## config.mk

```make
export PLATFORM = sky130hd
export DESIGN_NAME = ncr_core
export DESIGN_NICKNAME = d
export VERILOG_FILES = /design/src/ncr_pkg.sv /design/src/ncr_core.sv
export SDC_FILE = /design/constraint.sdc
export NUM_CORES = 1
export LEC_CHECK = 0
export ABC_AREA = 0
export BUFFER_PORTS_ARGS = -buffer_cell sky130_fd_sc_hd__buf_4
export CORE_UTILIZATION = 60
export DETAILED_ROUTE_END_ITERATION = 8
export GPL_TIMING_DRIVEN = 0
export PLACE_DENSITY = 0.81
export SLEW_MARGIN = 20
export SYNTH_ARGS = -nofsm -noshare
export SYNTH_HDL_FRONTEND = slang
export SYNTH_SLANG_ARGS = --single-unit
```

## constraint.sdc

```tcl
create_clock -name i_clock -period 4.6 [get_ports i_clock]
set_input_delay 0 -clock i_clock [delete_from_list [all_inputs] [get_ports i_clock]]
set_output_delay 0 -clock i_clock [all_outputs]
set_load 0.05 [all_outputs]
```

## src/ncr_pkg.sv

```systemverilog
// package for the nibble cpu core registers block
// assumes a single instruction-rate clock and decode outside this block
package ncr_pkg;
   localparam int NCR_NIB_W     = 4;    // nibble width
   localparam int NCR_PAIR_W    = 8;    // pair register width
   localparam int NCR_POFS_W    = 3;    // page-offset width
   localparam int NCR_INPAGE_W  = 7;    // in-page address width
   localparam int NCR_PAGE_W    = 5;    // page field width
   localparam int NCR_PC_W      = 12;   // full program counter width
   localparam int NCR_SIDX_W    = 3;    // stack index width
   localparam int NCR_DEPTH     = 8;    // return stack depth
   localparam int NCR_DPTR_W    = 8;    // data pointer width held by save stage
   localparam logic [3:0]  NCR_ACC_RST   = 4'h0;
   localparam logic [3:0]  NCR_AUX_RST   = 4'h0;
   localparam logic [11:0] NCR_PC_RST    = 12'h000;
   localparam logic [2:0]  NCR_SIDX_RST  = 3'h7;  // first push lands in entry 0
   localparam logic [2:0]  NCR_SIDX_TOP  = 3'h7;

   // operation codes issued by instruction decode, gray along common path
   typedef enum logic [4:0] {
      NCR_OP_NOP            = 5'h00,
      NCR_OP_ADD_IMM        = 5'h01,
      NCR_OP_ADD_MEMORY     = 5'h03,
      NCR_OP_ADD_WITH_CARRY = 5'h02,
      NCR_OP_AND_MEM        = 5'h06,
      NCR_OP_OR_MEM         = 5'h07,
      NCR_OP_CMP_MEM        = 5'h05,
      NCR_OP_BIT_SET        = 5'h04,
      NCR_OP_BIT_CLR        = 5'h0c,
      NCR_OP_BIT_TEST       = 5'h0d,
      NCR_OP_ROTATE_RIGHT   = 5'h0f,
      NCR_OP_SET_CARRY      = 5'h0e,
      NCR_OP_CLEAR_CARRY    = 5'h0a,
      NCR_OP_LOAD_ACC       = 5'h0b,
      NCR_OP_LOAD_AUX       = 5'h09,
      NCR_OP_SWAP_ACC_AUX   = 5'h08,
      NCR_OP_PAIR_FROM_AB   = 5'h18,
      NCR_OP_AB_FROM_PAIR   = 5'h19,
      NCR_OP_LOAD_POFS      = 5'h1b,
      NCR_OP_READ_STACK_PTR = 5'h1a,
      NCR_OP_BRANCH_LONG_ACC= 5'h1e,
      NCR_OP_CALL_LONG_ACC  = 5'h1f,
      NCR_OP_TABLE_LOOKUP   = 5'h1d,
      NCR_OP_CALL           = 5'h1c,
      NCR_OP_RETURN         = 5'h14,
      NCR_OP_INT_ENTRY      = 5'h15,
      NCR_OP_INT_RETURN     = 5'h17,
      NCR_OP_JUMP           = 5'h16,
      NCR_OP_SET_SKIP       = 5'h12
   } ncr_op_e;
endpackage

```

## src/ncr_core.sv

```systemverilog
// nibble cpu datapath: alu, accumulator, carry, aux, pair, page offset,
// return stack with index, interrupt save stage, skip flag and program counter
// assumes decode presents one operation per instruction clock on i_op
// assumes memory reads happen outside and arrive on i_operand
// assumes a skipped slot still presents its op, which is then ignored unless it is interrupt entry or interrupt return
`timescale 1ns/1ns
`default_nettype none
module ncr_core
   import ncr_pkg::*;
(
   input  wire logic                          i_clock,
   input  wire logic                          i_rst,
   input  wire ncr_pkg::ncr_op_e              i_op,
   input  wire logic [ncr_pkg::NCR_NIB_W-1:0] i_operand,
   input  wire logic [1:0]                    i_bit_sel,
   input  wire logic [ncr_pkg::NCR_PC_W-1:0]  i_target,
   input  wire logic [ncr_pkg::NCR_DPTR_W-1:0] i_data_ptr,
   input  wire logic                          i_skip_cond,
   output logic [ncr_pkg::NCR_NIB_W-1:0]      o_acc,
   output logic [ncr_pkg::NCR_NIB_W-1:0]      o_aux,
   output logic [ncr_pkg::NCR_PAIR_W-1:0]     o_pair,
   output logic                               o_carry_bit,
   output logic                               o_skip,
   output logic [ncr_pkg::NCR_SIDX_W-1:0]     o_stack_index,
   output logic [ncr_pkg::NCR_PC_W-1:0]       o_pc,
   output logic [ncr_pkg::NCR_NIB_W-1:0]      o_mem_wdata,
   output logic                               o_mem_we,
   output logic [ncr_pkg::NCR_DPTR_W-1:0]     o_data_ptr_restore,
   output logic                               o_data_ptr_restore_valid
);
   import ncr_pkg::*;

   // architectural registers seen by software
   logic [NCR_NIB_W-1:0]    acc_reg;
   logic [NCR_NIB_W-1:0]    aux_reg;
   logic [NCR_PAIR_W-1:0]   pair_reg;
   logic [NCR_POFS_W-1:0]   page_offset_reg;
   logic                    carry_reg;
   logic                    skip_reg;
   logic [NCR_SIDX_W-1:0]   stack_index_reg;
   logic [NCR_PC_W-1:0]     pc_reg;

   // eight return slots, no reset: contents only mean something once pushed
   logic [NCR_PC_W-1:0]     return_stack_entry [NCR_DEPTH];

   // write-back and restore hand-offs to the memory and pointer owners
   logic [NCR_NIB_W-1:0]    mem_wdata_reg;
   logic                    mem_we_reg;
   logic [NCR_DPTR_W-1:0]   dptr_restore_reg;
   logic                    dptr_restore_valid_reg;

   // interrupt save stage fields
   logic [NCR_DPTR_W-1:0]   save_dptr_reg;
   logic                    save_carry_reg;
   logic                    save_skip_reg;
   logic [NCR_NIB_W-1:0]    save_acc_reg;
   logic [NCR_NIB_W-1:0]    save_aux_reg;

   // combinational helpers shared by several processes
   logic [NCR_NIB_W:0]      sum_next;
   logic [NCR_NIB_W-1:0]    bit_mask;
   logic [NCR_PC_W-1:0]     pc_seq;
   logic [NCR_PC_W-1:0]     in_page_target;
   logic [NCR_SIDX_W-1:0]   push_index;
   logic                    is_push;
   logic                    executes;

   // pc advance: in-page address wraps from 127 into next page
   // a plain binary add: the carry out of bit 6 moves into the page field
   // kept as a function so the skip path and the default path agree
   function automatic logic [NCR_PC_W-1:0] ncr_pc_inc(input logic [NCR_PC_W-1:0] pc);
      logic [NCR_PC_W-1:0] r;
      r = pc + 12'h001;
      return r;
   endfunction

   // in-page jump target built from page offset and accumulator
   // the page field is kept, so these jumps never leave the current page
   function automatic logic [NCR_PC_W-1:0] ncr_in_page(input logic [NCR_PC_W-1:0] pc,
                                                        input logic [NCR_POFS_W-1:0] ofs,
                                                        input logic [NCR_NIB_W-1:0] a);
      ncr_in_page = {pc[NCR_PC_W-1:NCR_INPAGE_W], ofs, a};
   endfunction

   // a skipped slot executes nothing; interrupt entry is never skipped
   // interrupt return always acts, so a restored skip cannot cancel it
   assign executes   = !skip_reg || (i_op == NCR_OP_INT_ENTRY)
                       || (i_op == NCR_OP_INT_RETURN);
   // shared nibble adder: carry-in only for add with carry
   assign sum_next   = {1'b0, acc_reg} + {1'b0, i_operand}
                       + {4'h0, (i_op == NCR_OP_ADD_WITH_CARRY) && carry_reg};
   // one-hot mask for bit set, clear and test
   assign bit_mask   = 4'h1 << i_bit_sel;
   // sequential pc and the target of accumulator-relative jumps
   assign pc_seq     = ncr_pc_inc(pc_reg);
   assign in_page_target = ncr_in_page(pc_reg, page_offset_reg, acc_reg);
   // a push lands one above the index; three bits wrap from 7 to 0
   assign push_index = stack_index_reg + 3'h1;
   // every kind of push shares one stack write and one index step
   assign is_push    = executes && (i_op == NCR_OP_CALL || i_op == NCR_OP_CALL_LONG_ACC
                       || i_op == NCR_OP_TABLE_LOOKUP || i_op == NCR_OP_INT_ENTRY);

   // accumulator: operand and result holder
   // compare and bit test leave it alone, their result is the skip flag
   always_ff @(posedge i_clock) begin
      if (i_rst) begin
         acc_reg <= NCR_ACC_RST;
      end else if (i_op == NCR_OP_INT_RETURN) begin
         acc_reg <= save_acc_reg;
      end else if (executes) begin
         case (i_op)
            NCR_OP_ADD_IMM, NCR_OP_ADD_MEMORY, NCR_OP_ADD_WITH_CARRY: begin
               acc_reg <= sum_next[NCR_NIB_W-1:0];
            end
            NCR_OP_AND_MEM:       acc_reg <= acc_reg & i_operand;
            NCR_OP_OR_MEM:        acc_reg <= acc_reg | i_operand;
            NCR_OP_ROTATE_RIGHT:  acc_reg <= {carry_reg, acc_reg[NCR_NIB_W-1:1]};
            NCR_OP_LOAD_ACC:      acc_reg <= i_operand;
            NCR_OP_SWAP_ACC_AUX:  acc_reg <= aux_reg;
            NCR_OP_AB_FROM_PAIR:  acc_reg <= pair_reg[NCR_NIB_W-1:0];
            NCR_OP_READ_STACK_PTR: acc_reg <= {1'b0, stack_index_reg};
            default:              acc_reg <= acc_reg;
         endcase
      end
   end

   // aux nibble: temporary store and high half of 8-bit moves
   // swap reads the old accumulator, both halves move at one edge
   always_ff @(posedge i_clock) begin
      if (i_rst) begin
         aux_reg <= NCR_AUX_RST;
      end else if (i_op == NCR_OP_INT_RETURN) begin
         aux_reg <= save_aux_reg;
      end else if (executes) begin
         case (i_op)
            NCR_OP_LOAD_AUX:     aux_reg <= i_operand;
            NCR_OP_SWAP_ACC_AUX: aux_reg <= acc_reg;
            NCR_OP_AB_FROM_PAIR: aux_reg <= pair_reg[NCR_PAIR_W-1:NCR_NIB_W];
            default:             aux_reg <= aux_reg;
         endcase
      end
   end

   // pair and page offset are not reset: software must load them first
   // a reset here would hide missing initialisation in software
   always_ff @(posedge i_clock) begin
      if (executes && i_op == NCR_OP_PAIR_FROM_AB) begin
         pair_reg <= {aux_reg, acc_reg};
      end
      if (executes && i_op == NCR_OP_LOAD_POFS) begin
         page_offset_reg <= i_operand[NCR_POFS_W-1:0];
      end
   end

   // carry flag
   // the other adds and the logic ops fall to the hold branch
   always_ff @(posedge i_clock) begin
      if (i_rst) begin
         carry_reg <= 1'b0;
      end else if (i_op == NCR_OP_INT_RETURN) begin
         carry_reg <= save_carry_reg;
      end else if (executes) begin
         case (i_op)
            NCR_OP_ADD_WITH_CARRY: carry_reg <= sum_next[NCR_NIB_W];
            NCR_OP_ROTATE_RIGHT:   carry_reg <= acc_reg[0];
            NCR_OP_SET_CARRY:      carry_reg <= 1'b1;
            NCR_OP_CLEAR_CARRY:    carry_reg <= 1'b0;
            default:               carry_reg <= carry_reg;
         endcase
      end
   end

   // skip flag: set by a true skip condition, consumed by the next slot
   // entry clears it so the handler starts clean; the saved copy returns
   always_ff @(posedge i_clock) begin
      if (i_rst) begin
         skip_reg <= 1'b0;
      end else if (i_op == NCR_OP_INT_RETURN) begin
         skip_reg <= save_skip_reg;
      end else if (i_op == NCR_OP_INT_ENTRY) begin
         skip_reg <= 1'b0;
      end else if (skip_reg) begin
         skip_reg <= 1'b0;
      end else begin
         case (i_op)
            NCR_OP_SET_SKIP:  skip_reg <= i_skip_cond;
            NCR_OP_CMP_MEM:   skip_reg <= (acc_reg == i_operand);
            NCR_OP_BIT_TEST:  skip_reg <= |(i_operand & bit_mask);
            NCR_OP_ADD_IMM:   skip_reg <= !sum_next[NCR_NIB_W];
            default:          skip_reg <= 1'b0;
         endcase
      end
   end

   // interrupt save stage, written only on interrupt entry
   // single stage: a nested interrupt would overwrite the first context
   always_ff @(posedge i_clock) begin
      if (i_rst) begin
         save_dptr_reg  <= '0;
         save_carry_reg <= 1'b0;
         save_skip_reg  <= 1'b0;
         save_acc_reg   <= NCR_ACC_RST;
         save_aux_reg   <= NCR_AUX_RST;
      end else if (i_op == NCR_OP_INT_ENTRY) begin
         save_dptr_reg  <= i_data_ptr;
         save_carry_reg <= carry_reg;
         save_skip_reg  <= skip_reg;
         save_acc_reg   <= acc_reg;
         save_aux_reg   <= aux_reg;
      end
   end

   // bit set and clear write back a modified memory nibble
   // the data nibble is registered every cycle, only the strobe qualifies it
   always_ff @(posedge i_clock) begin
      if (i_rst) begin
         mem_we_reg    <= 1'b0;
         mem_wdata_reg <= 4'h0;
      end else begin
         mem_we_reg    <= executes && (i_op == NCR_OP_BIT_SET || i_op == NCR_OP_BIT_CLR);
         mem_wdata_reg <= (i_op == NCR_OP_BIT_SET) ? (i_operand | bit_mask)
                                                   : (i_operand & ~bit_mask);
      end
   end

   // data pointer handed back to its owner on interrupt return
   // the owner must take the pointer in the cycle of the strobe
   always_ff @(posedge i_clock) begin
      if (i_rst) begin
         dptr_restore_valid_reg <= 1'b0;
         dptr_restore_reg       <= '0;
      end else begin
         dptr_restore_valid_reg <= (i_op == NCR_OP_INT_RETURN);
         dptr_restore_reg       <= save_dptr_reg;
      end
   end

   // return stack: no overflow guard, a ninth push overwrites entry 0
   // interrupts and lookups share the eight slots with calls
   always_ff @(posedge i_clock) begin
      if (is_push) begin
         return_stack_entry[push_index] <= pc_seq;
      end
   end

   // stack index tracks nesting, modulo eight both ways
   // a return with nothing pushed just wraps the index
   always_ff @(posedge i_clock) begin
      if (i_rst) begin
         stack_index_reg <= NCR_SIDX_RST;
      end else if (is_push) begin
         stack_index_reg <= push_index;
      end else if (executes && (i_op == NCR_OP_RETURN || i_op == NCR_OP_INT_RETURN)) begin
         stack_index_reg <= stack_index_reg - 3'h1;
      end
   end

   // program counter
   // a skipped slot still advances, so the slot after it runs next
   always_ff @(posedge i_clock) begin
      if (i_rst) begin
         pc_reg <= NCR_PC_RST;
      end else if (!executes) begin
         pc_reg <= pc_seq;
      end else begin
         case (i_op)
            NCR_OP_JUMP, NCR_OP_CALL, NCR_OP_INT_ENTRY: pc_reg <= i_target;
            NCR_OP_BRANCH_LONG_ACC, NCR_OP_CALL_LONG_ACC: pc_reg <= in_page_target;
            NCR_OP_TABLE_LOOKUP: pc_reg <= in_page_target;
            NCR_OP_RETURN, NCR_OP_INT_RETURN: pc_reg <= return_stack_entry[stack_index_reg];
            default: pc_reg <= pc_seq;
         endcase
      end
   end

   // every output comes straight from its flip-flop
   assign o_acc                    = acc_reg;
   assign o_aux                    = aux_reg;
   assign o_pair                   = pair_reg;
   assign o_carry_bit              = carry_reg;
   assign o_skip                   = skip_reg;
   assign o_stack_index            = stack_index_reg;
   assign o_pc                     = pc_reg;
   assign o_mem_wdata              = mem_wdata_reg;
   assign o_mem_we                 = mem_we_reg;
   assign o_data_ptr_restore       = dptr_restore_reg;
   assign o_data_ptr_restore_valid = dptr_restore_valid_reg;
endmodule
`default_nettype wire

```

# Word-level counts from Yosys, hierarchy flattened
# Memories as Yosys holds them, arrays and structs flattened. A register that Yosys moved wholly into a read port is not among the register bits.
# Cells that the tools add are included.
totals:
  ff_bits: 68
  mem_bits_rw: 96
  mem_count: 1
op_classes:
  n_addsub: 5
  n_eq_ne: 30
  shifts: 1
  muxes: 22
  bitwise: 6
  n_reduce_logical: 28
memory_table:
  columns: ["name", "depth", "width", "read_ports", "rd_clocked_by_memory_dff", "wr", "line", "source"]
  rows:
  - ["return_stack_entry", 8, 12, 1, 1, 1, "ncr_core.sv:44", "logic [NCR_PC_W-1:0] return_stack_entry [NCR_DEPTH];"]
op_table:
  columns: ["cell", "n"]
  rows:
  - ["== test 5 bit, second input constant", 13]
  - ["== test 5 x 4 -> 1 bit, second input constant", 8]
  - ["case mux 12 bit (3 select lines)", 1]
  - ["case mux 4 bit (8 select lines)", 1]
  - ["== test 5 x 3 -> 1 bit, second input constant", 4]
  - ["two-way mux 4 bit", 5]
  - ["adder 12 x 1 -> 12 bit, second input constant", 1]
  - ["AND 4 bit", 3]
  - ["two-way mux 12 bit", 1]
  - ["two-way mux 3 bit", 4]
  - ["case mux 4 bit (3 select lines)", 1]
  - ["== test 5 x 2 -> 1 bit, second input constant", 2]
  - ["nonzero test 9 bit", 1]
  - ["OR reduction 3 bit", 3]
  - ["OR 4 bit", 2]
  - ["case mux 1 bit (4 select lines)", 2]
  - ["logical OR 1 bit", 7]
  - ["two-way mux 1 bit", 7]
  - ["logical AND 1 bit", 6]
  - ["AND reduction 2 bit", 3]
  - ["adder 4 x 4 -> 5 bit", 1]
  - ["adder 5 x 1 -> 5 bit", 1]
  - ["== test 5 x 1 -> 1 bit, second input constant", 1]
  - ["nonzero test 5 bit", 1]
  - ["11 further kinds", 13]

# Longest topological paths before layout
# Gate-level depths: netlist of run 1.
depth:
  ltp_word: 8
  depth_mapped: 12
  mapped_depth_nobuf: 10

# Worst setup path before layout of run 1
# No wires, ideal clock.
synth_path:
  path_type: "reg-to-reg"
  startpoint: "register stack_index_reg[0], in the netlist o_stack_index[0]"
  endpoint: "memory return_stack_entry[0][0] (enable)"
  arrival_ns: 2.233
  required_time_ns: 4.204
  slack_ns: 1.971
  stages_incl_launch_ff: 5
  path_buffers: 1
  cell_sequence: "dfxtp_1 inv_1 ha_1 clkbuf_1 nor3_1"
synth_via:
  elab_chain_len: 1
synth_lines:
  columns: ["element", "line", "source"]
  rows:
  - ["start, declared", "ncr_core.sv:40", "logic [NCR_SIDX_W-1:0] stack_index_reg;"]
  - ["start signal, assigned", "ncr_core.sv:252", "stack_index_reg <= push_index;"]
  - ["start signal, assigned", "ncr_core.sv:254", "stack_index_reg <= stack_index_reg - 3'h1;"]
  - ["adder 3 x 1 -> 3 bit", "ncr_core.sv:98", "assign push_index = stack_index_reg + 3'h1;"]
  - ["end, declared", "ncr_core.sv:44", null]
# Every way passes these cells.

# Final worst setup path of run 1
layout_path:
  startpoint: "register skip_reg, in the netlist o_skip"
  endpoint: "memory return_stack_entry[1][3] (enable)"
layout_via:
  elab_chain_len: 6
layout_lines:
  columns: ["element", "line", "source"]
  rows:
  - ["start, declared", "ncr_core.sv:39", "logic skip_reg;"]
  - ["start signal, assigned", "ncr_core.sv:179", "skip_reg <= save_skip_reg;"]
  - ["start signal, assigned", "ncr_core.sv:186", "NCR_OP_SET_SKIP: skip_reg <= i_skip_cond;"]
  - ["start signal, assigned", "ncr_core.sv:187", "NCR_OP_CMP_MEM: skip_reg <= (acc_reg == i_operand);"]
  - ["zero test 1 bit", "ncr_core.sv:87", "assign executes = !skip_reg || (i_op == NCR_OP_INT_ENTRY)"]
  - ["logical OR 1 bit", "ncr_core.sv:87", null]
  - ["logical OR 1 bit", "ncr_core.sv:88", "|| (i_op == NCR_OP_INT_RETURN);"]
  - ["logical AND 1 bit", "ncr_core.sv:100", "assign is_push = executes && (i_op == NCR_OP_CALL || i_op == NCR_OP_CALL_LONG_ACC"]
  - ["two-way mux 1 bit", "ncr_core.sv:241", "if (is_push) begin"]
  - ["two-way mux 1 bit (not written as such)", "ncr_core.sv:242", "return_stack_entry[push_index] <= pc_seq;"]
# Every way passes these cells.

==> results of run 1 <==
-- worst paths after layout --
| path | startpoint | to | slack (ns) | cells past startpoint |
|---|---|---|---|---|
| min reg2reg | save_dptr_reg[2] | save_dptr_reg[2] | 0.45 | 2 |
| max | o_skip | return_stack_entry[1][3] | 1.99 | 7 |
| min | i_op[1] | o_skip | 0.06 | 4 |
| max reg2reg | o_skip | return_stack_entry[1][3] | 1.99 | 7 |
-- worst min-delay path: cells and delay by family --
kind | cells | cell delay [ns]
AOI/OAI and AO/OA | 2 | 0.25
buffers and inverters | 1 | 0.12
and+or+nand+nor | 1 | 0.07
-- cell usage in the layout, fill, tap and decap left out, types with 8 or more instances in the layout --
cell type | netlist | layout
edfxtp_1 | 107 | 107
buf_4 | 6 | 85
nand2_1 | 61 | 61
dfxtp_1 | 60 | 60
a21oi_1 | 43 | 43
inv_1 | 29 | 29
mux4_2 | 25 | 25
nor2_1 | 28 | 24
dlygate4sd3_1 | 0 | 21
o21ai_0 | 20 | 20
clkbuf_16 | 0 | 17
nand3_1 | 15 | 15
buf_2 | 14 | 15
clkbuf_1 | 12 | 13
nor2b_1 | 13 | 13
ha_1 | 11 | 11
xor2_1 | 10 | 10
nor3_1 | 14 | 10
nand2b_1 | 8 | 8
a31oi_1 | 8 | 8
-- final cells by class --
| cell class | count | area (um2) | area share [%] |
|---|---|---|---|
| Clock buffer | 18 | 429.2 | 4.529 |
| Tap cell | 172 | 215.2 | 2.271 |
| Inverter | 29 | 108.9 | 1.149 |
| Timing Repair Buffer | 104 | 845.8 | 8.926 |
| Multi-Input combinational cell | 397 | 3045 | 32.14 |
| Sequential cell | 167 | 4414 | 46.59 |
| Buffer | 38 | 220.2 | 2.324 |
| Clock inverter | 14 | 196.4 | 2.073 |
-- report_power, final --
part           switching, mW  internal (mW)  total [mW]
combinational          0.308          0.183       0.491
clock                  0.618          0.914        1.53
sequential            0.0441           1.64        1.68
-- metrics by stage --
stage                     setup WS, ns  utilization [%]
final                            1.994            75.08
after global routing             1.908            75.08
after CTS                        2.010            75.08
after detailed placement         1.860            68.46
after global placement           1.145            67.72
after floorplan                  1.971                -
-- cell families after synthesis --
logic type,Yosys count,share of synthesized area [%]
AO/OA/AOI/OAI,141,12.94
adder cells (fa/ha/maj),14,2.421
buffers and inverters,67,4.244
XOR/XNOR,16,1.808
flip-flops,167,56.94
multiplexers,39,9.183
AND/OR/NAND/NOR,187,12.46
-- repair_timing --
| item | 4_1_cts | 5_1_grt |
|---|---|---|
| hold endpoints to repair | 23 | 0 |
| hold buffers | 21 | 0 |
| resized for setup | 0 | 0 |
-- metal layers --
metal	GRT usage [%]	vias to the layer above	part of all wire, %
met5	0	-	0
met4	23.25	0	4.8
met3	9.623	84	9.1
met2	61.52	430	49
met1	44.12	3022	37
li1	-	2639	-
==> out/qor.yml, run 1 <==
boundaryPins: 81
fp.dieH_um: 115.7
grt_usage_pct: 37.37
async_reset_ff_share_pct: 0
crit_family: "simple AND/OR/NAND/NOR gates"
syn_area_um2: 7752
via_count: 6175
yosysTopAreaCell: "edfxtp_1"
slowest_delay_ns: 0.66
port_buffers: 77
slew_headroom_pct: 37.59
post-dp-hpwl_um: 15140
placed_cell_area_um2: 8640
wirelength_um: 23730
routabilityCongestion: 0.9567
synthFlopType: "edfxtp_1"
yosys_warnings: 0
setup_viol: 0
grt_pass1_wl_um: 35570
ys_ff_latch: 167
required_ns: 4.74
drive_gt1_share_pct: 24.90
hold_viol: 0
layout_worst_path_cycle_share_pct: 56.66
clock_latency_ns: 0.43
slew_violations: 0
routed_via_density: 6.576
htreeDepth: 4
synth_common_cells: "edfxtp_1 (107), nand2_1 (61), dfxtp_1 (60), a21oi_1 (43), inv_1 (29)"
wl_per_cell_um: 25.27
largest_reg_flops: 96
cp_cell_sequence: "clkbuf_1 -> inv_1 -> a31oi_1 -> nor2_1 -> nand2_1 -> nor3_2 -> buf_4"
grt_pass1_vias: 6156
initial_core_util_pct: 61.43
fill_cells: 860
p_total_mw: 3.704
grt_max_degree: 17
dieArea_um2: 13380
synth.distinct_cells: 79
insertedDiodeCount: 0
ys_seq_area_share_pct: 56.94
regMostFlops: "return_stack_entry"
yosysMostFrequentCell: "edfxtp_1"
syn2layout_area_growth_pct: 22.22
layout.cells.non_filler: 939
clock_skew_ns: 0.007060
worstHoldPathType: "primary input to flip-flop"
worstPathArrival_ns: 2.75
clk_pin_slew_ns: 0.06
clock.fmax_ghz: 0.3837
drtIter0Drc: 783
rsz0062_at_grt: "no"
cts.sinks: 167
cts_buffers: 17
drt_pre_antenna_iters: 5
crit_buf_inv: 3
power_density_nw_per_um2: 390.9
fin_crit_ns: 2.606
endpoint_kind: "flip-flop"
drc: 0
cts_root_buf: "clkbuf_16"
tritoncts: "done"
grt-ovfl-total: 0
crit_path_start_kind: "flip-flop"
synth_edf_count: 107
antenna_found_initial: 0
synth_nets: 678
slowest_stage: "nor3_2"
power_leakage_nw: 3.492
fin_nets: 801
ant_nets: 0
ir_drop_uv: 225.3
synth_area_leaders: "edfxtp_1 (41%), dfxtp_1 (15%), mux4_2 (7.3%), nand2_1 (3.0%), a21oi_1 (2.8%)"
coreArea_um2: 12620
hold_slack_ns: 0.05745
synth_cells: 631
worstSetupPathType: "flip-flop to flip-flop"
cp_max_fo: 10
cts_buffer_depth: 2
outcome: "finished clean"
dp.cells: 886
tns_ns: 0
design_area_um2: 9475
max_cap_violations: 0
worst_pin_slew_ns: 0.9351
die_w_um: 115.7
synth_top_area_share_pct: 41.45
syn_avg_cell_area_um2: 12.29
post_cts_buffers: 0
placementRows: 41
Note: power is estimated with default switching activity, not from simulation.
==> run 2, diff against run 1 <==
--- a/config.mk
+++ b/config.mk
@@ -7,10 +7,10 @@
 export LEC_CHECK = 0
 export ABC_AREA = 0
 export BUFFER_PORTS_ARGS = -buffer_cell sky130_fd_sc_hd__buf_4
-export CORE_UTILIZATION = 60
+export CORE_UTILIZATION = 53
 export DETAILED_ROUTE_END_ITERATION = 8
 export GPL_TIMING_DRIVEN = 0
-export PLACE_DENSITY = 0.81
+export PLACE_DENSITY = 0.76
 export SLEW_MARGIN = 20
 export SYNTH_ARGS = -nofsm -noshare
 export SYNTH_HDL_FRONTEND = slang
==> constraint.sdc (replaced) <==
create_clock -name i_clock -period 2.3 [get_ports i_clock]
set_input_delay 0 -clock i_clock [delete_from_list [all_inputs] [get_ports i_clock]]
set_output_delay 0 -clock i_clock [all_outputs]
set_load 0.05 [all_outputs]
==> run 2 against run 1 <==
Register-to-register slack got worse by 1.9 ns. Combinational power rose by 100%. Flip-flop and latch count did not move. First-iteration DRC count fell by 14%. Clock-buffer cell count fell by 1. Critical path depth did not move. Final area rose by 2.0%. Core utilization fell by 6.5 points. Maximum frequency rose by 16%. Clock skew barely moved.
==> out/qor.yml, run 2 (same netlist as run 1, synthesis figures left out) <==
grt_max_degree: 17  # unchanged
clock_latency_ns: 0.43  # about the same
antenna_found_initial: 0  # unchanged
grt-ovfl-total: 0  # unchanged
slowest_delay_ns: 0.33  # was 0.66 ns
fin_nets: 809  # was 801
max_cap_violations: 0  # unchanged
clock.fmax_ghz: 0.4462  # was 0.3837 GHz
htreeDepth: 4  # unchanged
layout_worst_path_cycle_share_pct: 97.44  # was 56.66%
cts_root_buf: "clkbuf_16"  # unchanged
seqPwrFrac_pct: 46.3  # was 45.4%
met1Wirelength_um: 8591  # was 8753 um
rsz0062_at_grt: "no"  # unchanged
crit_buf_inv: 3  # unchanged
cts.sinks: 167  # unchanged
cp_cell_sequence: "clkbuf_1 -> inv_1 -> a31oi_1 -> nor2_1 -> nand2_2 -> nor3_4 -> buf_6"  # was clkbuf_1 -> inv_1 -> a31oi_1 -> nor2_1 -> nand2_1 -> nor3_2 -> buf_4
slowest_stage: "nor3_4"  # was nor3_2
drtIter0Drc: 672  # was 783
crit_path_start_kind: "flip-flop"  # unchanged
crit_family: "simple AND/OR/NAND/NOR gates"  # unchanged
dieArea_um2: 15120  # was 13380 um2
grt_pass1_wl_um: 33930  # was 35570 um
clk_pin_slew_ns: 0.07  # was 0.06 ns
routed_via_density: 6.287  # was 6.576
cts_buffer_depth: 2  # unchanged
coreArea_um2: 14100  # was 12620 um2
tritoncts: "done"  # unchanged
routed.top_layer: "met4"  # unchanged
clock_skew_ns: 0.006602  # was 0.007060 ns
setup_viol: 0  # unchanged
internal_power_mw: 5.279  # was 2.734 mW
port_buffers: 77  # unchanged
slew_headroom_pct: 39.98  # was 37.59%
largest_reg_flops: 96  # unchanged
boundaryPins: 81  # unchanged
regMostFlops: "return_stack_entry"  # unchanged
p_comb_share_pct: 13.9  # was 13.3%
final_cell_mix: "edfxtp_1 (107), buf_4 (87), nand2_1 (59)"  # was edfxtp_1 (107), buf_4 (85), nand2_1 (61)
ant_nets: 0  # unchanged
wl_met3_um: 1571  # was 2150 um
syn2layout_area_growth_pct: 24.73  # was 22.22%
power_leakage_nw: 3.561  # was 3.492 nW
swShare_pct: 27.11  # was 26.18%
worst_pin_slew_ns: 0.8938  # was 0.9351 ns
required_ns: 2.45  # was 4.74 ns
via_count: 6004  # was 6175
multi_input_area_um2: 3103  # was 3045 um2
cp_max_fo: 10  # unchanged
grt_pass1_vias: 5955  # was 6156
drt_pre_antenna_iters: 5  # unchanged
fin_crit_ns: 2.241  # was 2.606 ns
grt_usage_pct: 31.54  # was 37.37%
post-dp-hpwl_um: 15450  # was 15140 um
drive_gt1_share_pct: 26.71  # was 24.90%
routabilityCongestion: 0.9685  # was 0.9567
die_w_um: 122.9  # was 115.7 um
wl_per_cell_um: 23.66  # was 25.27 um
ir_drop_uv: 395.9  # was 225.3 uV
cts_buffers: 17  # unchanged
drc: 0  # unchanged
p_total_mw: 7.242  # was 3.704 mW
initial_core_util_pct: 55.00  # was 61.43%
power_density_nw_per_um2: 748.9  # was 390.9 nW/um2
endpoint_kind: "flip-flop"  # unchanged
p_sw_mw: 1.963  # was 0.9699 mW
clockPowerShare_pct: 39.8  # was 41.3%
dr_wl_met2_um: 11620  # was 11680 um
insertedDiodeCount: 0  # unchanged
slew_violations: 0  # unchanged
outcome: "finished clean"  # unchanged
worstHoldPathType: "primary input to flip-flop"  # unchanged
worstPathArrival_ns: 2.39  # was 2.75 ns
layout.cells.non_filler: 955  # was 939
seq_area_um2: 4417  # was 4414 um2
mostFrequentLayoutCell: "edfxtp_1"  # unchanged
worstSetupPathType: "flip-flop to flip-flop"  # unchanged
wirelength_um: 22600  # was 23730 um
dp.cells: 893  # was 886
hold_viol: 0  # unchanged
fill_cells: 982  # was 860
fp.dieH_um: 122.9  # was 115.7 um
tns_ns: 0  # unchanged
placementRows: 43  # was 41
[run 2: power by group through the flow]
stage          clock, mW  combinational, mW  sequential [mW]
2_1_floorplan          0              0.491             3.52
3_3_place_gp           0              0.897             3.41
3_5_place_dp           0              0.925             3.42
4_1_cts             2.88              0.982             3.35
5_1_grt             2.99               1.06             3.36
6_report            2.88               1.00             3.36
[run 2: metrics by stage]
step	cell area, um2	worst slack, ns	hold slack (ns)	util (%)
floorplan	7764	-0.3294	0.09887	-
detailed placement	8646	-0.3150	0.2476	61.33
finish	9669	0.05891	0.009728	68.60
global route	9669	0.0002960	0.005749	68.60
global placement	8567	-1.249	0.2461	60.78
CTS	9597	0.001327	0.003912	68.08
[run 2: repair_timing]
| action | 4_1_cts | 5_1_grt |
|---|---|---|
| hold buffers | 21 | 0 |
| setup buffers | 7 | 3 |
| endpoints found under the setup margin | 97 | 49 |
| gates resized for setup | 9 | 4 |
| endpoints found under the hold margin | 26 | 0 |
| pin swaps | 4 | 4 |
| gates cloned | 0 | 0 |
[run 2: worst reg2reg max path: stages (launching register included)]
cell      delay [ns]
dfxtp_1         0.32
clkbuf_1        0.28
inv_1           0.25
a31oi_1         0.11
nor2_1          0.26
nand2_2         0.21
nor3_4          0.33
buf_6           0.19
[run 2: area by class of cell]
class | instances | share of cell area [%]
timing repair buffer | 113 | 10.38
buffer | 37 | 2.239
inverter | 29 | 1.126
sequential | 167 | 45.68
multi-input combinational | 397 | 32.09
tap | 180 | 2.329
clock inverter | 15 | 1.760
clock buffer | 17 | 4.400
[run 2: worst paths after layout]
path | from | end | slack (ns) | cells after the start
worst min-delay path | i_target[8] | o_pc[8] | 0.01 | 3
worst min register to register | save_acc_reg[3] | save_acc_reg[3] | 0.45 | 2
worst max-delay path | o_skip | return_stack_entry[4][5] | 0.06 | 7
worst max register to register | o_skip | return_stack_entry[4][5] | 0.06 | 7
[run 2: routing by layer]
layer | track usage [%] | up-vias
met4 | 14.33 | 0
li1 | - | 2653
met5 | 0 | -
met3 | 5.443 | 65
met1 | 37.39 | 2957
met2 | 55.86 | 329
==> run 3, diff against run 2 <==
--- a/config.mk
+++ b/config.mk
@@ -7,10 +7,13 @@
 export LEC_CHECK = 0
 export ABC_AREA = 0
 export BUFFER_PORTS_ARGS = -buffer_cell sky130_fd_sc_hd__buf_4
-export CORE_UTILIZATION = 53
+export CELL_PAD_IN_SITES_DETAIL_PLACEMENT = 0
+export CELL_PAD_IN_SITES_GLOBAL_PLACEMENT = 1
+export CORE_UTILIZATION = 43
 export DETAILED_ROUTE_END_ITERATION = 8
 export GPL_TIMING_DRIVEN = 0
 export PLACE_DENSITY = 0.76
+export REMOVE_ABC_BUFFERS = 1
 export SLEW_MARGIN = 20
 export SYNTH_ARGS = -nofsm -noshare
 export SYNTH_HDL_FRONTEND = slang
==> run 3 against run 2 <==
The run now ends with setup timing left. Clock power rose by 10%. Cell count is 0.42% higher. Clock skew increased by 0.0021 ns. Worst setup slack got worse by 0.13 ns. Core utilization down 14 points. First-iteration DRC count fell by 21%. Largest cell class unchanged. Flip-flop and latch count unchanged. Largest power group unchanged.
==> out/qor.yml, run 3 (same netlist as run 1, synthesis figures left out) <==
outcome: "finished, violations left"  # was finished clean
violations: "setup timing"
p_total_mw: 7.439  # was 7.242 mW
rr_worst_depth: 6  # was 7
placed_cell_area_um2: 8531  # was 8646 um2
htreeDepth: 4  # unchanged
drc: 0  # unchanged
setup_viol: 53  # was 0
placementRows: 48  # was 43
clk_pin_slew_ns: 0.07  # about the same
cts_buffers: 17  # unchanged
boundaryPins: 81  # unchanged
initial_core_util_pct: 44.36  # was 55.00%
crit_path_start_kind: "flip-flop"  # unchanged
mostFrequentLayoutCell: "edfxtp_1"  # unchanged
routabilityCongestion: 0.9143  # was 0.9685
tns_ns: -2.543  # was 0 ns
wirelength_um: 20100  # was 22600 um
insertedDiodeCount: 0  # unchanged
worst_pin_slew_ns: 0.9385  # was 0.8938 ns
fin_crit_ns: 2.369  # was 2.241 ns
hold_viol: 0  # unchanged
grt_pass1_wl_um: 31300  # was 33930 um
required_ns: 2.43  # was 2.45 ns
wl_per_cell_um: 20.95  # was 23.66 um
cts_buffer_depth: 2  # unchanged
largest_reg_flops: 96  # unchanged
port_buffers: 80  # was 77
antenna_found_initial: 0  # unchanged
power_leakage_nw: 3.438  # was 3.561 nW
endpoint_kind: "flip-flop"  # unchanged
cts.sinks: 167  # unchanged
r2r_setup_slack_ns: -0.07  # was 0.06 ns
worstHoldPathType: "primary input to flip-flop"  # unchanged
layout_worst_path_cycle_share_pct: 103.0  # was 97.44%
crit_end: "return_stack_entry[4][11]"  # was return_stack_entry[4][5]
startpoint: "o_skip"  # unchanged
worstPathArrival_ns: 2.50  # was 2.39 ns
final.setup.worst_slack_ns: -0.06851  # was 0.05891 ns
coreArea_um2: 17480  # was 14100 um2
cts_root_buf: "clkbuf_16"  # unchanged
rsz0062_at_grt: "yes"  # was no
die_w_um: 136.3  # was 122.9 um
clock_skew_ns: 0.008682  # was 0.006602 ns
fin_util_pct: 54.13  # was 68.60%
drt_pre_antenna_iters: 6  # was 5
grt-ovfl-total: 0  # unchanged
max_cap_violations: 0  # unchanged
fp.dieH_um: 136.3  # was 122.9 um
slew_headroom_pct: 37.35  # was 39.98%
grt_pass1_vias: 5473  # was 5955
regToRegEndpoint: "return_stack_entry[4][11]"  # was return_stack_entry[4][5]
clock.fmax_ghz: 0.4222  # was 0.4462 GHz
cp_max_fo: 12  # was 10
final_cell_mix: "edfxtp_1 (107), buf_4 (82), nand2_1 (61)"  # was edfxtp_1 (107), buf_4 (87), nand2_1 (59)
clock_latency_ns: 0.43  # about the same
fin_nets: 768  # was 809
syn2layout_area_growth_pct: 22.03  # was 24.73%
regMostFlops: "return_stack_entry"  # unchanged
dieArea_um2: 18570  # was 15120 um2
tritoncts: "done"  # unchanged
slowest_delay_ns: 0.54  # was 0.33 ns
worstSetupPathType: "flip-flop to flip-flop"  # unchanged
design_area_um2: 9460  # was 9669 um2
ir_drop_uv: 560.2  # was 395.9 uV
slew_violations: 0  # unchanged
slowest_stage: "nor3_2"  # was nor3_4
r2r_start: "o_skip"  # unchanged
post-dp-hpwl_um: 13570  # was 15450 um
drtIter0Drc: 529  # was 672
drive_gt1_share_pct: 24.52  # was 26.71%
via_count: 5613  # was 6004
cp_cell_sequence: "inv_1 -> a31oi_1 -> nor2_1 -> nand2_1 -> nor3_2 -> buf_4"  # was clkbuf_1 -> inv_1 -> a31oi_1 -> nor2_1 -> nand2_2 -> nor3_4 -> buf_6
ant_nets: 0  # unchanged
power_density_nw_per_um2: 786.3  # was 748.9 nW/um2
routed_via_density: 5.853  # was 6.287
grt_max_degree: 58  # was 17
grt_usage_pct: 23.21  # was 31.54%
[run 3: how the worst min path moves through the flow]
stage | from | cells after the start | endpoint
after floorplan | i_rst | 1 | o_pc[10]
after CTS | i_target[1] | 3 | o_pc[1]
after global placement | i_data_ptr[5] | 3 | save_dptr_reg[5]
after global routing | i_target[1] | 3 | o_pc[1]
after detailed placement | i_operand[1] | 1 | page_offset_reg[1]
final | i_target[1] | 3 | o_pc[1]
[run 3: area by class of cell]
class                   count  area (um2)
clock buffers              18       439.2
inverters                  29       108.9
multi-input cells         397        3073
repair buffers            109       908.4
well taps                 225       281.5
clock inverters            14       230.2
fillers                  1458        8016
flip-flops and latches    167        4419
[run 3: layer usage]
layer,global-route usage (%),vias to the layer above,share of wire [%]
met5,0,-,0
met4,9.012,0,2.7
met3,5.332,38,5.5
met2,37.06,213,49
met1,30.54,2782,43
li1,-,2580,-
[run 3: what timing repair did]
| item | 4_1_cts | 5_1_grt |
|---|---|---|
| hold buffers | 21 | 0 |
| setup endpoints to repair | 58 | 85 |
| buffers inserted | 0 | 1 |
| resized for setup | 2 | 4 |
| pin swaps | 0 | 2 |
| hold endpoints to repair | 21 | 0 |
[run 3: power breakdown]
part | internal [mW] | switching, mW
clock network | 1.90 | 1.27
registers | 3.27 | 0.104
logic | 0.346 | 0.540
total | 5.52 | 1.91
[run 3: critical path: cells and delay by family, from the launching register on]
family                 cells  cell delay [ns]
AOI/OAI and AO/OA          1             0.10
and+or+nand+nor            3             0.97
DFF                        1             0.47
buffers and inverters      2             0.52
[run 3: metrics by stage]
step,cells,setup slack [ns],hold slack (ns)
after floorplan,593,-0.2647,0.06625
after global placement,898,-1.161,0.2481
after detailed placement,905,-0.3385,0.2594
after CTS,958,-0.09828,0.002820
after global routing,959,-0.2387,0.01589
final,959,-0.06851,0.007743
